`src/verilog/sdc_pkg.sv`:
```
// constants, register map and carrier types of the status, power and datapath control bank
package sdc_pkg;
   // register indices; the byte address on the bus is four times the index
   localparam logic [7:0]  IDX_STATUS      = 8'hC2;
   localparam logic [7:0]  IDX_POWER       = 8'hC3;
   localparam logic [7:0]  IDX_DPATH       = 8'hC4;
   localparam int unsigned ADR_LO          = 2;
   localparam int unsigned ADR_HI          = 9;
   // reset values
   localparam logic [7:0]  RST_STATUS      = 8'h00;
   localparam logic [7:0]  RST_POWER       = 8'h00;
   localparam logic [7:0]  RST_DPATH       = 8'h00;
   // status field positions
   localparam int unsigned STS_REG_OK      = 0;
   localparam int unsigned STS_SAT_END     = 1;
   localparam int unsigned STS_SOFT_DOG    = 2;
   localparam int unsigned STS_DRV_A       = 3;
   localparam int unsigned STS_DRV_B       = 4;
   localparam int unsigned STS_OSC_DOG     = 5;
   localparam logic [7:0]  STS_HW_MASK     = 8'h3F;
   // power mode field positions
   localparam int unsigned PWR_ACTIVE      = 0;
   localparam int unsigned PWR_CHARGE      = 1;
   // datapath control field positions
   localparam int unsigned DP_PEAK         = 0;
   localparam int unsigned DP_TX           = 1;
   localparam int unsigned DP_ADC          = 2;
   // regulator window below set point, in millivolts
   localparam logic [16:0] REG_OK_WIN_MV   = 17'h000C8;
   localparam logic [15:0] SETPT_BASE_MV   = 16'h1388;
   localparam logic [15:0] SETPT_STEP_MV   = 16'h03E8;
   // saturation monitor sequence
   typedef enum logic [1:0] {
      SAT_IDLE = 2'b00,
      SAT_WAIT = 2'b01,
      SAT_END  = 2'b10
   } sdc_sat_state_t;
   // classic wishbone request from the master
   typedef struct packed {
      logic        cyc;
      logic        stb;
      logic        we;
      logic [31:0] adr;
      logic [3:0]  sel;
      logic [31:0] dat;
   } sdc_wb_req_t;
endpackage

```
`src/verilog/sdc_status_power_datapath_ctrl.sv`:
```
// status, power mode and datapath control register bank with its hardware behaviour
// Summary of operation
// - regulator ok while output above set point less 200 mV
// - saturation end set once envelope below threshold
// - time from burst to below-threshold is recorded
// - soft watchdog expiry resets core, sets flag
// - oscillator flag follows abnormal oscillator detection
// - driver b fault bit 4, a bit 3
// - active bit enables all support circuitry
// - charge bit turns regulator current source on
// - source bit picks datapath or converter output
// - peak bit bypasses lowpass with peak detector
// - transmit bit drives serial transmit enable
// - fifo fills only after blanking expires
//
// Implementation choice: register access over Wishbone.
module sdc_status_power_datapath_ctrl #(
   parameter int unsigned DATA_W  = 12,
   parameter int unsigned TIME_W  = 16,
   parameter int unsigned VSEL_W  = 3
) (
   input  wire logic                 clk_i,
   input  wire logic                 rst_i,
   input  wire logic                 ce_i,
   input  wire sdc_pkg::sdc_wb_req_t wb_req_i,
   output logic                      wb_ack_o,
   output logic [31:0]               wb_dat_o,
   input  wire logic [15:0]          regulator_output_i,
   input  wire logic [VSEL_W-1:0]    regulator_voltage_select_i,
   input  wire logic                 burst_done_i,
   input  wire logic                 sat_monitor_enable_i,
   input  wire logic [DATA_W-1:0]    limiter_input_i,
   input  wire logic [DATA_W-1:0]    sat_threshold_i,
   input  wire logic                 soft_dog_expire_i,
   input  wire logic                 osc_abnormal_i,
   input  wire logic                 driver_a_overcurrent_i,
   input  wire logic                 driver_b_overcurrent_i,
   input  wire logic                 driver_fault_logic_enable_i,
   input  wire logic                 echo_enable_i,
   input  wire logic                 blanking_expired_i,
   input  wire logic                 sample_valid_i,
   input  wire logic [DATA_W-1:0]    lowpass_data_i,
   input  wire logic [DATA_W-1:0]    peak_data_i,
   input  wire logic [DATA_W-1:0]    adc_data_i,
   output logic                      core_reset_o,
   output logic [TIME_W-1:0]         saturation_duration_reg_o,
   output logic                      eeprom_enable_o,
   output logic                      supply_monitor_enable_o,
   output logic                      low_noise_amp_enable_o,
   output logic                      driver_diag_enable_o,
   output logic                      driver_output_a_enable_o,
   output logic                      driver_output_b_enable_o,
   output logic                      adc_enable_o,
   output logic                      regulator_charge_enable_o,
   output logic                      serial_transmit_enable_o,
   output logic                      fifo_write_o,
   output logic [DATA_W-1:0]         fifo_data_o
);

   ////////////////////////////////////////////////////////////////////////////
   // functions
   // set point in millivolts for a voltage select code
   function automatic logic [15:0] setpoint_mv(input logic [VSEL_W-1:0] vsel);
      logic [31:0] prod;
      prod = 32'(vsel) * 32'(sdc_pkg::SETPT_STEP_MV);
      return sdc_pkg::SETPT_BASE_MV + prod[15:0];
   endfunction

   // true for an addressed, strobed request at a given register index
   function automatic logic hit(input sdc_pkg::sdc_wb_req_t rq, input logic [7:0] idx);
      return rq.cyc && rq.stb && (rq.adr[sdc_pkg::ADR_HI:sdc_pkg::ADR_LO] == idx);
   endfunction

   ////////////////////////////////////////////////////////////////////////////
   // state
   logic                    ack;
   logic [31:0]             rdata;
   logic [7:0]              status_rsv;
   logic [7:0]              power;
   logic [7:0]              dpath;
   logic                    reg_ok;
   logic                    sat_end;
   logic                    soft_dog;
   logic                    osc_dog;
   logic                    drv_a;
   logic                    drv_b;
   logic                    core_rst;
   sdc_pkg::sdc_sat_state_t sat_state;
   logic [TIME_W-1:0]       sat_count;
   logic [TIME_W-1:0]       saturation_duration_reg;
   logic                    blank_seen;
   logic                    fifo_wr;
   logic [DATA_W-1:0]       fifo_data;
   logic                    next_ack;
   logic [31:0]             next_rdata;
   logic [7:0]              next_status_rsv;
   logic [7:0]              next_power;
   logic [7:0]              next_dpath;
   logic                    next_reg_ok;
   logic                    next_sat_end;
   logic                    next_soft_dog;
   logic                    next_osc_dog;
   logic                    next_drv_a;
   logic                    next_drv_b;
   logic                    next_core_rst;
   sdc_pkg::sdc_sat_state_t next_sat_state;
   logic [TIME_W-1:0]       next_sat_count;
   logic [TIME_W-1:0]       next_saturation_duration_reg;
   logic                    next_blank_seen;
   logic                    next_fifo_wr;
   logic [DATA_W-1:0]       next_fifo_data;
   logic [7:0]              status_byte;
   logic                    wr_en;

   ////////////////////////////////////////////////////////////////////////////
   // register bus
   // status byte: hardware flags in the low six bits, stored reserved bits above
   always_comb begin
      status_byte                        = status_rsv & ~sdc_pkg::STS_HW_MASK;
      status_byte[sdc_pkg::STS_REG_OK]   = reg_ok;
      status_byte[sdc_pkg::STS_SAT_END]  = sat_end;
      status_byte[sdc_pkg::STS_SOFT_DOG] = soft_dog;
      status_byte[sdc_pkg::STS_DRV_A]    = drv_a;
      status_byte[sdc_pkg::STS_DRV_B]    = drv_b;
      status_byte[sdc_pkg::STS_OSC_DOG]  = osc_dog;
   end

   // ack one cycle after the request and drop it the next, so a held request is not acked in two successive cycles
   always_comb begin
      wr_en           = wb_req_i.cyc && wb_req_i.stb && wb_req_i.we && wb_req_i.sel[0] && !ack;
      next_ack        = wb_req_i.cyc && wb_req_i.stb && !ack;
      next_rdata      = rdata;
      next_status_rsv = status_rsv;
      next_power      = power;
      next_dpath      = dpath;
      if (next_ack && !wb_req_i.we) begin
         next_rdata = 32'h0000_0000;  // unmapped reads return zero
         if (hit(wb_req_i, sdc_pkg::IDX_STATUS)) next_rdata[7:0] = status_byte;
         if (hit(wb_req_i, sdc_pkg::IDX_POWER)) next_rdata[7:0] = power;
         if (hit(wb_req_i, sdc_pkg::IDX_DPATH)) next_rdata[7:0] = dpath;
      end
      if (wr_en && hit(wb_req_i, sdc_pkg::IDX_STATUS)) begin
         next_status_rsv = wb_req_i.dat[7:0] & ~sdc_pkg::STS_HW_MASK;
      end
      if (wr_en && hit(wb_req_i, sdc_pkg::IDX_POWER)) next_power = wb_req_i.dat[7:0];
      if (wr_en && hit(wb_req_i, sdc_pkg::IDX_DPATH)) next_dpath = wb_req_i.dat[7:0];
   end

   always_ff @(posedge clk_i) begin
      if (rst_i) begin
         ack        <= 1'b0;
         rdata      <= 32'h0000_0000;
         status_rsv <= sdc_pkg::RST_STATUS;
         power      <= sdc_pkg::RST_POWER;
         dpath      <= sdc_pkg::RST_DPATH;
      end else if (ce_i) begin
         ack        <= next_ack;
         rdata      <= next_rdata;
         status_rsv <= next_status_rsv;
         power      <= next_power;
         dpath      <= next_dpath;
      end
   end

   ////////////////////////////////////////////////////////////////////////////
   // hardware status flags
   // flags are computed from hardware inputs only; no bus path reaches them
   always_comb begin
      next_reg_ok   = ({1'b0, regulator_output_i} + sdc_pkg::REG_OK_WIN_MV) >
                      {1'b0, setpoint_mv(regulator_voltage_select_i)};
      next_soft_dog = soft_dog || soft_dog_expire_i;
      next_core_rst = soft_dog_expire_i;
      next_osc_dog  = osc_abnormal_i;
      next_drv_a    = driver_a_overcurrent_i && driver_fault_logic_enable_i;
      next_drv_b    = driver_b_overcurrent_i && driver_fault_logic_enable_i;
   end

   // the timeout flag stays until the bank itself is reset; the core reset alone does not clear it
   always_ff @(posedge clk_i) begin
      if (rst_i) begin
         reg_ok   <= 1'b0;
         soft_dog <= 1'b0;
         core_rst <= 1'b0;
         osc_dog  <= 1'b0;
         drv_a    <= 1'b0;
         drv_b    <= 1'b0;
      end else if (ce_i) begin
         reg_ok   <= next_reg_ok;
         soft_dog <= next_soft_dog;
         core_rst <= next_core_rst;
         osc_dog  <= next_osc_dog;
         drv_a    <= next_drv_a;
         drv_b    <= next_drv_b;
      end
   end

   ////////////////////////////////////////////////////////////////////////////
   // saturation monitor
   // a new burst restarts timing unless one is still being timed; the counter saturates rather than wrapping
   always_comb begin
      next_sat_state = sat_state;
      next_sat_count = sat_count;
      next_saturation_duration_reg  = saturation_duration_reg;
      next_sat_end   = sat_end;
      case (sat_state)
         sdc_pkg::SAT_IDLE, sdc_pkg::SAT_END: begin
            if (burst_done_i && sat_monitor_enable_i) begin
               next_sat_state = sdc_pkg::SAT_WAIT;
               next_sat_count = '0;
               next_sat_end   = 1'b0;
            end
         end
         sdc_pkg::SAT_WAIT: begin
            if (limiter_input_i < sat_threshold_i) begin
               next_sat_state = sdc_pkg::SAT_END;
               next_sat_end   = 1'b1;
               next_saturation_duration_reg  = sat_count;
            end else if (sat_count != {TIME_W{1'b1}}) begin
               next_sat_count = sat_count + 1'b1;
            end
         end
         default: begin
            next_sat_state = sdc_pkg::SAT_IDLE;
         end
      endcase
   end

   always_ff @(posedge clk_i) begin
      if (rst_i) begin
         sat_state <= sdc_pkg::SAT_IDLE;
         sat_count <= '0;
         saturation_duration_reg  <= '0;
         sat_end   <= 1'b0;
      end else if (ce_i) begin
         sat_state <= next_sat_state;
         sat_count <= next_sat_count;
         saturation_duration_reg  <= next_saturation_duration_reg;
         sat_end   <= next_sat_end;
      end
   end

   ////////////////////////////////////////////////////////////////////////////
   // fifo write path
   // blanking is remembered per echo window; dropping echo enable rearms it
   always_comb begin
      next_blank_seen = echo_enable_i && (blank_seen || blanking_expired_i);
      next_fifo_wr    = echo_enable_i && blank_seen && sample_valid_i;
      next_fifo_data  = fifo_data;
      if (sample_valid_i) begin
         if (dpath[sdc_pkg::DP_ADC]) begin
            next_fifo_data = adc_data_i;
         end else if (dpath[sdc_pkg::DP_PEAK]) begin
            next_fifo_data = peak_data_i;
         end else begin
            next_fifo_data = lowpass_data_i;
         end
      end
   end

   always_ff @(posedge clk_i) begin
      if (rst_i) begin
         blank_seen <= 1'b0;
         fifo_wr    <= 1'b0;
         fifo_data  <= '0;
      end else if (ce_i) begin
         blank_seen <= next_blank_seen;
         fifo_wr    <= next_fifo_wr;
         fifo_data  <= next_fifo_data;
      end
   end

   ////////////////////////////////////////////////////////////////////////////
   // outputs, all straight from flip-flops
   assign wb_ack_o                  = ack;
   assign wb_dat_o                  = rdata;
   assign core_reset_o              = core_rst;
   assign saturation_duration_reg_o = saturation_duration_reg;
   // one bit gates every support block, so they power up and down together
   assign eeprom_enable_o           = power[sdc_pkg::PWR_ACTIVE];
   assign supply_monitor_enable_o   = power[sdc_pkg::PWR_ACTIVE];
   assign low_noise_amp_enable_o    = power[sdc_pkg::PWR_ACTIVE];
   assign driver_diag_enable_o      = power[sdc_pkg::PWR_ACTIVE];
   assign driver_output_a_enable_o  = power[sdc_pkg::PWR_ACTIVE];
   assign driver_output_b_enable_o  = power[sdc_pkg::PWR_ACTIVE];
   assign adc_enable_o              = power[sdc_pkg::PWR_ACTIVE];
   assign regulator_charge_enable_o = power[sdc_pkg::PWR_CHARGE];
   assign serial_transmit_enable_o  = dpath[sdc_pkg::DP_TX];
   assign fifo_write_o              = fifo_wr;
   assign fifo_data_o               = fifo_data;
endmodule

```
`config.mk`:
```
export PLATFORM = sky130hd
export DESIGN_NAME = sdc_status_power_datapath_ctrl
export DESIGN_NICKNAME = d
export VERILOG_FILES = /design/src/verilog/sdc_pkg.sv /design/src/verilog/sdc_status_power_datapath_ctrl.sv
export SDC_FILE = /design/constraint.sdc
export NUM_CORES = 1
export LEC_CHECK = 0
export ABC_CLOCK_PERIOD_IN_PS = 4600
export BUFFER_PORTS_ARGS = -buffer_cell sky130_fd_sc_hd__buf_2
export CAP_MARGIN = 40
export CORE_MARGIN = 1
export CORE_UTILIZATION = 47
export CTS_BUF_LIST = sky130_fd_sc_hd__clkbuf_16
export DETAILED_ROUTE_END_ITERATION = 6
export PLACE_DENSITY_LB_ADDON = 0.15
export SYNTH_ARGS = -nofsm -noshare
export SYNTH_HDL_FRONTEND = slang
export SYNTH_SLANG_ARGS = --single-unit
export TNS_END_PERCENT = 10
```
`constraint.sdc`:
```
create_clock -name clk_i -period 4.6 [get_ports clk_i]
set_input_delay 0.23 -clock clk_i [delete_from_list [all_inputs] [get_ports clk_i]]
set_output_delay 0.23 -clock clk_i [all_outputs]
set_load 0.01 [all_outputs]
```
# After elaboration in Yosys (flattened, before gate mapping)

Cells that the tools add are included.

Register bits after elaboration: 82
Bits of input ports: 163
Logic and storage cells: 83

Add/sub/neg operators: 3
Multipliers: 1
$lt $le $gt $ge: 2
Equal/unequal tests: 10
Muxes and demuxes: 15
Reduce and logical (&&, ||, !) cells: 34

Operators with widths:

| cell                                                                | count |
|---|---|
| 16-bit two-way mux                                                  | 3 |
| 16-bit one-hot mux with 2 select lines                              | 1 |
| 8-bit == test, second input constant                                | 3 |
| 12-bit two-way mux                                                  | 2 |
| 8-bit two-way mux                                                   | 3 |
| 1-bit logical AND                                                   | 18 |
| 16-bit by 8-bit adder with 17-bit output, second input constant     | 1 |
| 17-bit by 14-bit greater-than comparator with 1-bit output          | 1 |
| 16-bit by 1-bit adder with 16-bit output, second input constant     | 1 |
| 16-bit inequality test, second input constant                       | 1 |
| 13-bit by 13-bit adder with 14-bit output, first input constant     | 1 |
| 12-bit < comparator                                                 | 1 |
| 3-bit by 7-bit multiplier with 10-bit output, second input constant | 1 |
| 2-bit AND reduction                                                 | 5 |
| 2-bit inequality test, second input constant                        | 4 |
| 3-bit AND reduction                                                 | 2 |
| 5-bit AND reduction                                                 | 1 |
| 2-bit two-way mux                                                   | 2 |
| 2-bit one-hot mux with 2 select lines                               | 1 |
| 4-bit AND reduction                                                 | 1 |
| 2-bit by 1-bit == test with 1-bit output, second input constant     | 1 |
| 2-bit == test, second input constant                                | 1 |
| 1-bit logical NOT                                                   | 2 |
| 2-bit logical NOT                                                   | 1 |
| 5 further kinds                                                     | 7 |

# Longest topological paths before layout

Depth in word-level cells: 6
Mapped depth: 15
Mapped depth without buffers: 15

# Least setup slack after synthesis

OpenSTA, ideal clock, no wires.

Kind: in2reg
Start point: input regulator_voltage_select_i[0]
End point: register reg_ok
Setup time: 91 ps
Data arrival time: 3254 ps
Data required time: 4509 ps
Path slack: 1255 ps
Cell stages on the path: 13
Path buffers: 0
Cell sequence: fa_1 -> fa_1 -> fa_1 -> nor2_1 -> and2_1 -> a21oi_1 -> xnor2_1 -> ha_1 -> and4_1 -> o21ai_0 -> a21boi_0 -> o32ai_1 -> a311oi_1

Word-level cells in the longest chain between the ends: 3

Ends and longest elaborated chain:

| item                                                       | line                                  | text |
|---|---|---|
| start, declared                                            | sdc_status_power_datapath_ctrl.sv:29  | `input wire logic [VSEL_W-1:0] regulator_voltage_select_i,` |
| 3-bit by 7-bit multiplier with 10-bit output               | sdc_status_power_datapath_ctrl.sv:65  | `prod = 32'(vsel) * 32'(sdc_pkg::SETPT_STEP_MV);` |
| 13-bit by 13-bit adder with 14-bit output                  | sdc_status_power_datapath_ctrl.sv:66  | `return sdc_pkg::SETPT_BASE_MV + prod[15:0];` |
| 17-bit by 14-bit greater-than comparator with 1-bit output | sdc_status_power_datapath_ctrl.sv:169 | `next_reg_ok = ({1'b0, regulator_output_i} + sdc_pkg::REG_OK_WIN_MV) >` |
| end signal, assigned                                       | sdc_status_power_datapath_ctrl.sv:188 | `reg_ok <= next_reg_ok;` |
| end, declared                                              | sdc_status_power_datapath_ctrl.sv:81  | `logic reg_ok;` |

No other way between the ends.
A chain may end at the register's enable or synchronous reset.

# Worst setup path after layout

Same ends and word-level chain as after synthesis.

==> flow_summary.yaml <==
detailed_routing:
  drtIter0Drc: 160
  vias_per_cell: 5.16
  first_pass_iters: 6
  ant_nets: 0
  via_count: 4503
  routed_wl_mm: 11.4
  drc: 0
  avgRoutedWirePerCell_um: 13.1
finish:
  finish.utilization_pct: 59.8
  mostFrequentLayoutCells: "buf_2 (159), nor2_1 (87), dfxtp_1 (82)"
  fin_area_um2: 5930
  fill_cells: 936
  final_common_cell: "buf_2"
  layout-drive-gt1-share_pct: 25.4
  synthToLayoutAreaGrowth_pct: 21.7
  antenna_cells: 0
  num-nets-final: 935
floorplan:
  fp.coreArea_um2: 9910
  fp.dieH_um: 104
  initial_core_util_pct: 49.1
  die_x_um: 104
  num_io_pins: 235
  row_count: 36
  die_area_um2: 10800
critical_path:
  cp-end-kind: "register"
  crit_path_start_kind: "input pin"
  cpMaxStageDelayCell: "fa_1"
  worst_ep_required_time_ns: 4.78
  path_cells: "buf_2 -> fa_1 -> fa_1 -> fa_1 -> xor2_1 -> a31oi_1 -> nand2b_1 -> ha_1 -> a21o_1 -> a21o_1 -> a21oi_1 -> a21boi_0 -> o32ai_1 -> a311oi_1"
  critical-path-top-delay-family: "adder cells"
  cp.arrival_ns: 3.61
  cp_max_fo: 7
  crit_type: "input pin to register"
  crit_buf_inv: 1
  slowest_delay_ns: 0.60
  crit_path_frequent_cell: "fa_1"
power:
  peakVddDrop_uv: 234
  power_density_nw_per_um2: 302
  power_leakage_nw: 2.85
outcome:
  outcome: "finished clean"
synth:
  synth_area_um2: 4870
  synth_cell_types: 51
  synth_area_leader_cell: "dfxtp_1"
  synth_edf_count: 0
  syn_inst: 593
  async_flop_share_pct: 0
  ys_warn_count: 0
  synth_area_leaders: "dfxtp_1 (34%), ha_1 (8.5%), mux2i_1 (8.2%)"
  synth-seq-cells: 82
  synth.top_cell.area_share_pct: 33.7
  ys_seq_area_share_pct: 33.7
  ys.flop_type: "dfxtp_1"
  synth.avg_cell_area_um2: 8.21
clocking:
  cts-buffers-inserted: 9
  cts_resized: 0
  cts_hold_buffers: 0
  cts_setup_buffers: 0
  cts_tree: "built"
  clk_latency_ns: 0.33
  clk_path_buf_depth: 2
  clk_pin_slew_ns: 0.06
  cts_root_buffer: "clkbuf_16"
  h-tree-depth: 3
  cts.sinks: 82
grt:
  grt.overflow.total: 0
  grt_max_degree: 70
  grt_pass1_wl_mm: 19.0
  antenna_found_initial: 0
  grtUsageTotal_pct: 21.3
  grt_pass1_vias: 4159
placement:
  port_buffers: 159
  routabilityCongestion: 0.778
  detailed_place_hpwl_mm: 8.66
  dp_slack_ns: 0.816
  placed_area_um2: 5620
sta:
  setup_viol: 0
  hold-worst-slack_ns: 0.154
  maxSlewHeadroom_pct: 41.4
  finalSetupTns_ns: 0
  rsz0062_at_grt: "false"
  tightest_slew_ns: 0.876
  post-route-period-util_pct: 74.5
  max_freq_mhz: 292
  fin_crit_ns: 3.43
  maxSlewViolCount: 0
  final.setup_skew_ns: 0.00636
  fin_ws_ns: 1.17
  hold_viol: 0
worst_hold_path:
  hold_class: "input pin to register"
flow_run:
  maxCapViolCount: 0
-- synth_stat cells (2+ instances only) --
cell and count:
dfxtp_1 82, buf_2 2, o31ai_1 5, a21boi_0 2
fa_1 4, a21o_1 5, a221oi_1 8, or3_1 7
nor2_1 87, nand2_1 54, and4_1 2, mux2i_1 40
nand2b_1 8, buf_4 32, ha_1 33, xor2_1 10
nand4_1 8, nand3_1 23, a31oi_1 3, inv_1 19
a21oi_1 68, or4_1 6, clkbuf_1 21, xnor2_1 9
nor3_1 15, o21ai_0 10, nor4b_1 2, nor2b_1 4
nand4b_1 2
-- final timing paths --
path,start,to,slack (ns),cells after the start
min reg2reg,power[6],power[6],0.45,2
max,regulator_voltage_select_i[0],reg_ok,1.17,14
min,wb_req_i[0],dpath[0],0.15,3
max reg2reg,sat_count[0],sat_count[12],2.19,8
-- sequential cells by signal (all words and copies together), names as in the netlist, 2 cells and up --
name / cells
sat_count: 16
power: 8
dpath: 8
saturation_duration_reg_o: 16
sat_state: 2
fifo_data_o: 12
wb_dat_o: 8
status_rsv: 2
-- logic make-up (layout without fill, tap and decap cells) --
family	Yosys count	count (layout)	synth area share [%]
buffers and inverters	75	199	8.45
multiplexers	40	40	8.22
AND/OR/NAND/NOR	229	229	22.5
other	1	24	0.0770
flip-flops	82	82	33.7
adder cells (fa/ha/maj)	37	37	10.1
AO/OA/AOI/OAI	110	110	13.5
XOR/XNOR	19	19	3.42
-- worst min-delay path, delay by kind of cell --
family / cells / cell delay, ns
buffers and inverters: 1 / 0.09
multiplexers: 1 / 0.06
AND/OR/NAND/NOR: 1 / 0.07
-- stage by stage --
step,cells,power [W]
floorplan,616,0.000972
global placement,856,0.00105
detailed placement,857,0.00107
CTS,873,0.00181
global route,873,0.00189
finish,873,0.00179
-- final cells by class --
class / count / area, µm² / share of cell area [%]
clock inverter: 7 / 86.3 / 1.46
tap: 133 / 166 / 2.81
clock buffer: 9 / 225 / 3.80
multi-input combinational: 459 / 2900 / 49.0
timing repair buffer: 164 / 833 / 14.1
inverter: 19 / 71.3 / 1.20
sequential: 82 / 1640 / 27.7
-- metal layers --
metal | vias up | global-route usage, % | wire (µm)
met2 | 120 | 37.2 | 5770
met4 | 0 | 6.84 | 112
li1 | 2298 | - | -
met1 | 2073 | 25.9 | 4960
met3 | 12 | 4.78 | 580
met5 | - | 0 | 0
-- power breakdown --
part	internal, W	leakage [nW]	switching, W	total [W]
clock network	0.000470	0.162	0.000271	0.000741
registers	0.000722	0.664	0.00000664	0.000729
logic	0.000144	2.03	0.000175	0.000319
(Power assumes the default switching activity.)
